$ cat src/design/flow_cmd_pkg.sv
package flow_cmd_pkg;

  // ----------------------------------------------------------------
  // link addressing and framing
  // ----------------------------------------------------------------
  localparam logic [6:0] TARGET_ADDR = 7'h29;
  localparam logic [3:0] WR_BYTES_PLAIN = 4'h2;
  localparam logic [3:0] WR_BYTES_ARG = 4'h5;
  localparam logic [3:0] RD_LAST_IDX = 4'h8;
  localparam logic [3:0] BIT_LAST = 4'h7;
  localparam logic [3:0] BIT_FULL = 4'h8;

  // ----------------------------------------------------------------
  // command codes
  // ----------------------------------------------------------------
  localparam logic [15:0] CMD_START_O2 = 16'h3603;
  localparam logic [15:0] CMD_START_AIR = 16'h3608;
  localparam logic [15:0] CMD_START_MIX = 16'h3632;
  localparam logic [15:0] CMD_STOP = 16'h3FF9;
  localparam logic [15:0] CMD_CONC = 16'hE17D;
  localparam logic [15:0] CMD_PTR_RESET = 16'hE000;

  // ----------------------------------------------------------------
  // status word fields
  // ----------------------------------------------------------------
  localparam logic [3:0] MODE_O2 = 4'h0;
  localparam logic [3:0] MODE_AIR = 4'h1;
  localparam logic [3:0] MODE_MIX = 4'h6;
  localparam logic [9:0] CONC_PURE = 10'h3FF;
  localparam logic [15:0] CONC_MAX = 16'h03E8;
  localparam int STAT_MODE_LSB = 12;
  localparam int STAT_EXP_BIT = 11;
  localparam int STAT_AVG_BIT = 10;

  // ----------------------------------------------------------------
  // checksum
  // ----------------------------------------------------------------
  localparam logic [7:0] CRC_POLY = 8'h31;
  localparam logic [7:0] CRC_INIT = 8'hFF;

  // ----------------------------------------------------------------
  // timing
  // ----------------------------------------------------------------
  localparam int CLK_KHZ = 10000;
  localparam int WARM_US = 12000;
  localparam int STOP_US = 500;
  localparam int SMOOTH_US = 64000;
  localparam int WARM_CYCLES = (WARM_US * CLK_KHZ + 999) / 1000;
  localparam int STOP_CYCLES = (STOP_US * CLK_KHZ) / 1000;
  localparam int SMOOTH_CYCLES = (SMOOTH_US * CLK_KHZ) / 1000;

endpackage : flow_cmd_pkg

$ cat src/design/word_checksum.sv
`timescale 1ns/1ps
`default_nettype none

// ------------------------------------------------------------------
// crc over one 16-bit word, high byte first
// ------------------------------------------------------------------
module word_checksum (
  // word in
  input wire logic [15:0] i_word,
  // checksum out
  output logic [7:0] o_crc
);

  always_comb begin
    logic [7:0] c;
    c = flow_cmd_pkg::CRC_INIT;
    for (int i = 15; i >= 0; i--) begin
      if (c[7] ^ i_word[i]) begin
        c = {c[6:0], 1'b0} ^ flow_cmd_pkg::CRC_POLY;
      end else begin
        c = {c[6:0], 1'b0};
      end
    end
    o_crc = c;
  end

endmodule : word_checksum

`default_nettype wire

$ cat src/design/flow_cmd_target.sv
// Operation
// - answer as serial-bus target at address 0x29, read/write bit follows
// - every command is a 16-bit code sent as two bytes after write header
// - argument commands carry a 16-bit argument then its 8-bit checksum
// - read words go high byte first, each followed by a checksum byte
// - controller NACK then STOP ends a read; data line is released
// - 0x3603 oxygen, 0x3608 air, 0x3632 mixture with per mille argument
// - once started, each read header returns the latest three words
// - first result readable 12 ms after a start command
// - read header with no data available is answered with NACK
// - read gives flow, checksum, temperature, checksum, status, checksum
// - flow and temperature are raw signed 16-bit values
// - status bits 15:12 encode the running start command
// - status bit 11 exponential smoothing, bit 10 fixed-count averaging
// - status bits 9:0 are 0x3FF for pure gas, else oxygen per mille (0xE17D also sets them in oxygen and air modes)
// - 0xE17D with argument updates mixture concentration while running
// - 0xE000 points read headers back at normal results, no restart
// - concentration above 1000 stops the running measurement
// - mixture start argument applies at once, no pointer reset needed
// - 0x3FF9 stops measurement; new commands accepted within 0.5 ms
// - while measuring only stop, concentration and pointer reset commands are accepted
// - average-until-read with no readout for 64 ms turns on smoothing
//
`timescale 1ns/1ps
`default_nettype none

module flow_cmd_target #(
  parameter int WARM_CYC = flow_cmd_pkg::WARM_CYCLES,
  parameter int STOP_CYC = flow_cmd_pkg::STOP_CYCLES,
  parameter int SMOOTH_CYC = flow_cmd_pkg::SMOOTH_CYCLES
) (
  // clock and reset
  input wire logic i_clk,
  input wire logic i_sys_rst,
  // serial link pins
  input wire logic i_scl,
  input wire logic i_sda,
  output logic o_sda_out,
  output logic o_sda_oe,
  // measurement results
  input wire logic [15:0] i_flow,
  input wire logic [15:0] i_temp,
  input wire logic i_avg_fixed,
  // measurement control and status
  output logic o_meas_active,
  output logic o_data_ready,
  output logic [3:0] o_meas_mode,
  output logic [9:0] o_conc,
  output logic o_exp_smooth,
  output logic o_cmd_reject
);

  typedef enum {S_IDLE, S_ADDR, S_WR, S_ACK, S_RD, S_RD_ACK} link_st_t;
  typedef enum {M_IDLE, M_WARM, M_RUN, M_STOPPING} meas_st_t;

  link_st_t st;
  meas_st_t mst;
  logic scl_s1, scl_s2, scl_q, sda_s1, sda_s2, sda_q;
  logic scl_rise, scl_fall, bus_start, bus_stop;
  logic [3:0] bit_cnt;
  logic [7:0] rx_sh, tx_sh;
  logic is_read, wr_active, master_ack;
  logic [3:0] wr_cnt, rd_idx, sel_idx;
  logic [7:0] wr_buf [0:4];
  logic [15:0] snap_flow, snap_temp, snap_stat, sel_word, status_word;
  logic [7:0] sel_crc, arg_crc, sel_byte;
  logic rd_ok, exec, rd_event, ptr_moved, exp_on;
  logic [15:0] cmd, arg;
  logic arg_ok;
  logic [19:0] wait_cnt, avg_cnt;

  // ----------------------------------------------------------------
  // pin synchronisers and bus events
  // ----------------------------------------------------------------
  always_ff @(posedge i_clk) begin
    if (i_sys_rst) begin
      scl_s1 <= 1'b1;
      scl_s2 <= 1'b1;
      scl_q <= 1'b1;
      sda_s1 <= 1'b1;
      sda_s2 <= 1'b1;
      sda_q <= 1'b1;
    end else begin
      scl_s1 <= i_scl;
      scl_s2 <= scl_s1;
      scl_q <= scl_s2;
      sda_s1 <= i_sda;
      sda_s2 <= sda_s1;
      sda_q <= sda_s2;
    end
  end

  assign scl_rise = scl_s2 && !scl_q;
  assign scl_fall = !scl_s2 && scl_q;
  assign bus_start = scl_s2 && scl_q && sda_q && !sda_s2;
  assign bus_stop = scl_s2 && scl_q && !sda_q && sda_s2;

  // ----------------------------------------------------------------
  // read data selection and checksums
  // ----------------------------------------------------------------
  assign status_word = {o_meas_mode, exp_on, i_avg_fixed, o_conc};
  assign sel_idx = (st == S_RD_ACK) ? rd_idx + 4'h1 : 4'h0;

  always_comb begin
    if (sel_idx < 4'h3) begin
      sel_word = snap_flow;
    end else if (sel_idx < 4'h6) begin
      sel_word = snap_temp;
    end else begin
      sel_word = snap_stat;
    end
    case (sel_idx)
      4'h0, 4'h3, 4'h6: sel_byte = sel_word[15:8];
      4'h1, 4'h4, 4'h7: sel_byte = sel_word[7:0];
      default: sel_byte = sel_crc;
    endcase
  end

  word_checksum u_rd_crc (
    .i_word(sel_word),
    .o_crc(sel_crc)
  );

  assign cmd = {wr_buf[0], wr_buf[1]};
  assign arg = {wr_buf[2], wr_buf[3]};

  word_checksum u_arg_crc (
    .i_word(arg),
    .o_crc(arg_crc)
  );

  assign arg_ok = (wr_cnt == flow_cmd_pkg::WR_BYTES_ARG) && (arg_crc == wr_buf[4]);
  assign rd_ok = (mst == M_RUN) && !ptr_moved;
  assign exec = wr_active && (bus_start || bus_stop);
  assign o_sda_out = 1'b0;

  // ----------------------------------------------------------------
  // serial target state machine
  // ----------------------------------------------------------------
  always_ff @(posedge i_clk) begin
    if (i_sys_rst) begin
      st <= S_IDLE;
      bit_cnt <= 4'h0;
      rx_sh <= 8'h00;
      tx_sh <= 8'h00;
      is_read <= 1'b0;
      wr_active <= 1'b0;
      master_ack <= 1'b0;
      wr_cnt <= 4'h0;
      rd_idx <= 4'h0;
      o_sda_oe <= 1'b0;
      rd_event <= 1'b0;
      snap_flow <= 16'h0000;
      snap_temp <= 16'h0000;
      snap_stat <= 16'h0000;
      for (int i = 0; i < 5; i++) begin
        wr_buf[i] <= 8'h00;
      end
    end else begin
      rd_event <= 1'b0;
      if (bus_start || bus_stop) begin
        st <= bus_start ? S_ADDR : S_IDLE;
        bit_cnt <= 4'h0;
        o_sda_oe <= 1'b0;
        wr_active <= 1'b0;
      end else begin
        case (st)
          S_ADDR, S_WR: begin
            if (scl_rise) begin
              rx_sh <= {rx_sh[6:0], sda_s2};
              bit_cnt <= bit_cnt + 4'h1;
            end else if (scl_fall && bit_cnt == flow_cmd_pkg::BIT_FULL) begin
              bit_cnt <= 4'h0;
              if (st == S_ADDR) begin
                is_read <= rx_sh[0];
                wr_cnt <= 4'h0;
                rd_idx <= 4'h0;
                if (rx_sh[7:1] == flow_cmd_pkg::TARGET_ADDR &&
                    (rx_sh[0] ? rd_ok : (mst != M_STOPPING))) begin
                  st <= S_ACK;
                  o_sda_oe <= 1'b1;
                  wr_active <= !rx_sh[0];
                  if (rx_sh[0]) begin
                    snap_flow <= i_flow;
                    snap_temp <= i_temp;
                    snap_stat <= status_word;
                    rd_event <= 1'b1;
                  end
                end else begin
                  st <= S_IDLE;
                end
              end else if (wr_cnt < flow_cmd_pkg::WR_BYTES_ARG) begin
                wr_buf[wr_cnt[2:0]] <= rx_sh;
                wr_cnt <= wr_cnt + 4'h1;
                st <= S_ACK;
                o_sda_oe <= 1'b1;
              end else begin
                st <= S_IDLE;
              end
            end
          end
          S_ACK: begin
            if (scl_fall) begin
              bit_cnt <= 4'h0;
              if (is_read) begin
                st <= S_RD;
                tx_sh <= sel_byte;
                o_sda_oe <= !sel_byte[7];
              end else begin
                st <= S_WR;
                o_sda_oe <= 1'b0;
              end
            end
          end
          S_RD: begin
            if (scl_fall) begin
              if (bit_cnt == flow_cmd_pkg::BIT_LAST) begin
                st <= S_RD_ACK;
                o_sda_oe <= 1'b0;
              end else begin
                bit_cnt <= bit_cnt + 4'h1;
                tx_sh <= {tx_sh[6:0], 1'b0};
                o_sda_oe <= !tx_sh[6];
              end
            end
          end
          S_RD_ACK: begin
            if (scl_rise) begin
              master_ack <= !sda_s2;
            end else if (scl_fall) begin
              bit_cnt <= 4'h0;
              if (master_ack && rd_idx < flow_cmd_pkg::RD_LAST_IDX) begin
                rd_idx <= rd_idx + 4'h1;
                st <= S_RD;
                tx_sh <= sel_byte;
                o_sda_oe <= !sel_byte[7];
              end else begin
                st <= S_IDLE;
              end
            end
          end
          default: begin
            st <= S_IDLE;
          end
        endcase
      end
    end
  end

  // ----------------------------------------------------------------
  // command execution and measurement state
  // ----------------------------------------------------------------
  always_ff @(posedge i_clk) begin
    if (i_sys_rst) begin
      mst <= M_IDLE;
      wait_cnt <= 20'h0_0000;
      o_meas_mode <= flow_cmd_pkg::MODE_O2;
      o_conc <= flow_cmd_pkg::CONC_PURE;
      ptr_moved <= 1'b0;
      o_cmd_reject <= 1'b0;
    end else begin
      o_cmd_reject <= 1'b0;
      case (mst)
        M_IDLE: begin
          if (exec) begin
            if (wr_cnt == flow_cmd_pkg::WR_BYTES_PLAIN &&
                (cmd == flow_cmd_pkg::CMD_START_O2 || cmd == flow_cmd_pkg::CMD_START_AIR)) begin
              mst <= M_WARM;
              wait_cnt <= 20'h0_0000;
              ptr_moved <= 1'b0;
              o_conc <= flow_cmd_pkg::CONC_PURE;
              o_meas_mode <= (cmd == flow_cmd_pkg::CMD_START_O2) ?
                             flow_cmd_pkg::MODE_O2 : flow_cmd_pkg::MODE_AIR;
            end else if (cmd == flow_cmd_pkg::CMD_START_MIX && arg_ok &&
                         arg <= flow_cmd_pkg::CONC_MAX) begin
              mst <= M_WARM;
              wait_cnt <= 20'h0_0000;
              ptr_moved <= 1'b0;
              o_conc <= arg[9:0];
              o_meas_mode <= flow_cmd_pkg::MODE_MIX;
            end else begin
              o_cmd_reject <= 1'b1;
            end
          end
        end
        M_WARM, M_RUN: begin
          if (mst == M_WARM) begin
            if (wait_cnt >= 20'(WARM_CYC - 1)) begin
              mst <= M_RUN;
            end else begin
              wait_cnt <= wait_cnt + 20'h0_0001;
            end
          end
          if (exec) begin
            if (wr_cnt == flow_cmd_pkg::WR_BYTES_PLAIN && cmd == flow_cmd_pkg::CMD_STOP) begin
              mst <= M_STOPPING;
              wait_cnt <= 20'h0_0000;
            end else if (cmd == flow_cmd_pkg::CMD_CONC && arg_ok) begin
              if (arg > flow_cmd_pkg::CONC_MAX) begin
                mst <= M_STOPPING;
                wait_cnt <= 20'h0_0000;
              end else begin
                o_conc <= arg[9:0];
                ptr_moved <= 1'b1;
              end
            end else if (wr_cnt == flow_cmd_pkg::WR_BYTES_PLAIN &&
                         cmd == flow_cmd_pkg::CMD_PTR_RESET) begin
              ptr_moved <= 1'b0;
            end else begin
              o_cmd_reject <= 1'b1;
            end
          end
        end
        M_STOPPING: begin
          ptr_moved <= 1'b0;
          if (wait_cnt >= 20'(STOP_CYC - 1)) begin
            mst <= M_IDLE;
          end else begin
            wait_cnt <= wait_cnt + 20'h0_0001;
          end
        end
        default: begin
          mst <= M_IDLE;
        end
      endcase
    end
  end

  // ----------------------------------------------------------------
  // average-until-read smoothing watch
  // ----------------------------------------------------------------
  always_ff @(posedge i_clk) begin
    if (i_sys_rst) begin
      avg_cnt <= 20'h0_0000;
      exp_on <= 1'b0;
    end else if (mst != M_RUN || i_avg_fixed || rd_event) begin
      avg_cnt <= 20'h0_0000;
      exp_on <= 1'b0;
    end else if (avg_cnt >= 20'(SMOOTH_CYC - 1)) begin
      exp_on <= 1'b1;
    end else begin
      avg_cnt <= avg_cnt + 20'h0_0001;
    end
  end

  // ----------------------------------------------------------------
  // status outputs
  // ----------------------------------------------------------------
  always_ff @(posedge i_clk) begin
    if (i_sys_rst) begin
      o_meas_active <= 1'b0;
      o_data_ready <= 1'b0;
      o_exp_smooth <= 1'b0;
    end else begin
      o_meas_active <= (mst == M_WARM) || (mst == M_RUN);
      o_data_ready <= rd_ok;
      o_exp_smooth <= exp_on;
    end
  end

endmodule : flow_cmd_target

`default_nettype wire

$ cat config.mk
export PLATFORM = sky130hd
export DESIGN_NAME = flow_cmd_target
export DESIGN_NICKNAME = d
export VERILOG_FILES = /design/src/design/flow_cmd_pkg.sv /design/src/design/word_checksum.sv /design/src/design/flow_cmd_target.sv
export SDC_FILE = /design/constraint.sdc
export NUM_CORES = 1
export LEC_CHECK = 0
export CORE_ASPECT_RATIO = 0.75
export CORE_MARGIN = 5
export CORE_UTILIZATION = 59
export CTS_CLUSTER_SIZE = 30
export DETAILED_ROUTE_END_ITERATION = 12
export DONT_BUFFER_PORTS = 1
export GPL_TIMING_DRIVEN = 0
export PLACE_DENSITY_LB_ADDON = 0.15
export RECOVER_POWER = 50
export SLEW_MARGIN = 30
export SYNTH_ARGS = -nofsm -noshare
export SYNTH_HDL_FRONTEND = slang
export SYNTH_HIERARCHICAL = 1
export SYNTH_SLANG_ARGS = --single-unit
$ cat constraint.sdc
create_clock -name i_clk -period 4.2 [get_ports i_clk]
set_clock_uncertainty 0.15 [all_clocks]
set_input_delay 0.21 -clock i_clk [delete_from_list [all_inputs] [get_ports i_clk]]
set_output_delay 0.21 -clock i_clk [all_outputs]
set_load 0.005 [all_outputs]
==> flow_summary.yaml <==
place:
  placed_area_mm2: 0.0110
  dpl.hpwl_um: 18800
  io_buffers: 0
  gp_congestion: 0.969
  dp_cells: 1422
  dp_slack_ps: -191
cells_and_area:
  n_antenna_cell: 0
  areaGrowthSynthToFinish_pct: 16.5
  finalInstanceArea_mm2: 0.0124
  layout.nets: 1291
  drive_above_1_share_pct: 10.2
  fin_cells: 1503
critical_path:
  timing.rr.end: "tx_sh[0]$_SDFFE_PP0P_"
  r2r_start: "rd_idx[1]$_SDFFE_PP0P_"
  crit_chain: "ha_2 > buf_2 > a21bo_2 > a2111oi_4 > a311oi_4 > clkbuf_4 > clkbuf_4 > a21oi_4 > xnor2_1 > xor3_2 > xnor2_1 > xnor2_1 > a221o_1 > a32o_1"
  arrival_ps: 4330
  r2r.worst_path.cells: 14
  critPathLaunchType: "flop"
  cp_top_family: "compound AO/OA/AOI/OAI gates"
  crit_buf_inv: 3
  cp_slowest_cell: "a2111oi_4"
  reg2reg_slack_ps: 110
  cpMostUsedCell: "xnor2_1"
  critPathKind: "flop to flop"
  crit_required_ps: 4440
  slowest_delay_ps: 410
  crit_path_end_kind: "flop"
  cp_max_fo: 10
power:
  p_comb_share_pct: 8.6
  p_switching_mw: 1.04
  p_leak_nw: 4.44
  vdd_drop_max_v: 0.000295
  internal_power_mw: 3.56
  power_frac_clock_pct: 43.9
  power.density_mw_per_mm2: 372
  p_total_mw: 4.60
  swShare_pct: 22.6
  sequentialPowerShare_pct: 47.5
clocking:
  clk_path_buf_depth: 3
  clk_pin_slew_worst_paths_ps: 60
  root_buffer: "clkbuf_16"
  cts_made_buffers: 22
  htreeDepth: 1
  cts.sinks: 217
  cts_tree: "built"
  clock_latency_ps: 520
route:
  drt_iter0_markers: 954
  antenna_left: 0
  drc_errors: 0
  wl_um: 26700
  vias: 8720
  dr.pass1.iters: 5
  routed_via_density: 5.80
  routedWlPerCell_um: 17.8
sta:
  worst_slack_ps: 111
  min_period_ps: 4090
  finalSetupViolations: 0
  setup_tns_ps: 0
  max_slew_margin_pct: 41.1
  worst_pin_slew_ps: 877
  period_share_pct: 97.4
  slew_violations: 0
  fmax_mhz: 245
  hold_viol_final: 0
synth:
  netlist.area_leader.share_pct: 33.4
  synth.ff_latch_count: 217
  ys_async_sr_fraction_pct: 0
  synth_cells: 1149
  synth.avg_cell_area_um2: 9.24
  syn-cell-area_mm2: 0.0106
  synth_area_leaders: "dfxtp_1 (33%), edfxtp_1 (11%), xnor2_1 (5.7%)"
  synth_cell_type_count: 87
  yosysTopAreaCell: "dfxtp_1"
  synth_commonest_cells: "dfxtp_1 (177), nand2_1 (152), nor2_1 (97)"
  synth_most_common_cell: "dfxtp_1"
  synth_edf_count: 40
  ys_warn_count: 6
  ys_seq_area_share_pct: 44.7
  ys.flop_type: "dfxtp_1"
grt:
  track_usage_pct: 25.1
  grt_max_degree: 15
  grt_pass1_vias: 8107
  grt_pass1_wl_um: 42500
  overflow: 0
  antenna_found_initial: 0
min_path:
  worstHoldStart: "i_sys_rst"
  hp-class: "input pin to flop"
  min_to: "tx_sh[0]$_SDFFE_PP0P_"
  hold_path_depth: 3
floorplan:
  boundaryPins: 57
  fp-row-count: 42
  die_h_um: 126
  die_area_mm2: 0.0208
  coreArea_mm2: 0.0177
  initial_core_util_pct: 60.1
  chipWidth_um: 165
flow_run:
  drv_cap: 0
status:
  status: "complete, no violations"
[final cells by class]
type / count / area [um2]
buffer: 53 / 243
clock inverter: 6 / 82.6
fill: 1398 / 5290
tap: 242 / 303
timing repair buffer: 41 / 398
inverter: 15 / 56.3
sequential: 217 / 4750
clock buffer: 34 / 669
multi-input combinational: 895 / 5870
[routing by layer]
| metal | part of all wire, % | routed length [um] | up-vias | global-route usage, % |
|---|---|---|---|---|
| li1 | - | - | 4231 | - |
| met1 | 46 | 12400 | 4122 | 38.1 |
| met2 | 43 | 11500 | 323 | 37.1 |
| met3 | 8.8 | 2350 | 44 | 5.23 |
| met4 | 1.9 | 506 | 0 | 4.94 |
| met5 | 0 | 0 | - | 0 |
[cell usage in the layout, fill, tap and decap left out, types with 15 or more instances in the layout]
master | Yosys | routed
mux2i_1 | 35 | 35
nor3_1 | 22 | 22
clkbuf_16 | 0 | 24
edfxtp_1 | 40 | 40
nor4_1 | 24 | 22
dfxtp_1 | 177 | 176
nor2_1 | 97 | 97
xnor2_1 | 69 | 64
clkbuf_1 | 32 | 40
a21o_1 | 15 | 15
xor2_1 | 22 | 22
a21oi_1 | 88 | 80
conb_1 | 1 | 32
or2_2 | 24 | 24
dlygate4sd3_1 | 0 | 36
and2_1 | 41 | 41
nand2_1 | 152 | 151
nand3_1 | 24 | 24
nand2b_1 | 19 | 19
inv_1 | 15 | 15
o21ai_0 | 20 | 18
[kinds of logic (layout without fill, tap and decap cells)]
logic type      count (synthesis)  count (layout)  synth area share (%)
buf+inv                        68             149                  2.82
other cells                     1              32                0.0353
compound gates                222             222                  14.0
simple gates                  489             489                  23.4
flops                         217             217                  44.7
fa+ha+maj                      10              10                  1.16
mux                            37              37                  3.51
xor+xnor                      105             105                  10.5
[metrics by stage]
stage               utilization, %  hold slack, ps
global placement              62.5             165
global route                  70.1             201
CTS                           69.0            21.2
finish                        70.1             188
detailed placement            62.5             166
floorplan                        -             164
[registers in the layout, summed over array words and instances, names as in the netlist, 7 cells and up]
| register | flops |
|---|---|
| tx_sh | 7 |
| mst | 32 |
| snap_flow | 16 |
| o_conc | 10 |
| snap_stat | 14 |
| rx_sh | 8 |
| snap_temp | 16 |
| wr_buf | 40 |
| avg_cnt | 20 |
| wait_cnt | 20 |
[worst register-to-register path: cells and delay by family, from the launching register on]
kind / cells / cell delay [ps]
AOI/OAI and AO/OA: 6 / 1640
DFF: 1 / 380
adders and majority gates: 1 / 170
xor gates and xnor gates: 4 / 920
buffers and inverters: 3 / 730
[power by group through the flow]
stage | clock (mW) | sequential, mW | combinational [mW]
floorplan | 0 | 2.22 | 0.286
global placement | 0 | 2.23 | 0.335
detailed placement | 0 | 2.23 | 0.344
CTS | 2.05 | 2.18 | 0.378
global route | 2.15 | 2.19 | 0.428
finish | 2.02 | 2.18 | 0.396
[what timing repair did]
item	CTS	global route
hold buffers	36	0
buffers inserted	0	5
endpoints found under the hold margin	42	0
gates resized for setup	7	29
endpoints found under the setup margin	17	37
pin swaps	0	6
[worst max-delay path by stage]
stage                          startpoint                        end  depth (start not counted)
5_1_grt                st[1]$_SDFFE_PP0P_      tx_sh[0]$_SDFFE_PP0P_                         13
4_1_cts        wr_buf[2][7]$_SDFFCE_PN0P_  wait_cnt[17]$_SDFFE_PP0P_                         11
2_1_floorplan  wr_buf[2][7]$_SDFFCE_PN0P_  wait_cnt[17]$_SDFFE_PP0P_                         11
6_report           rd_idx[1]$_SDFFE_PP0P_      tx_sh[0]$_SDFFE_PP0P_                         14
3_5_place_dp   wr_buf[2][7]$_SDFFCE_PN0P_  wait_cnt[17]$_SDFFE_PP0P_                         11
3_3_place_gp   wr_buf[2][7]$_SDFFCE_PN0P_  wait_cnt[18]$_SDFFE_PP0P_                         11
No activity file was read; power rests on OpenSTA's default activity.
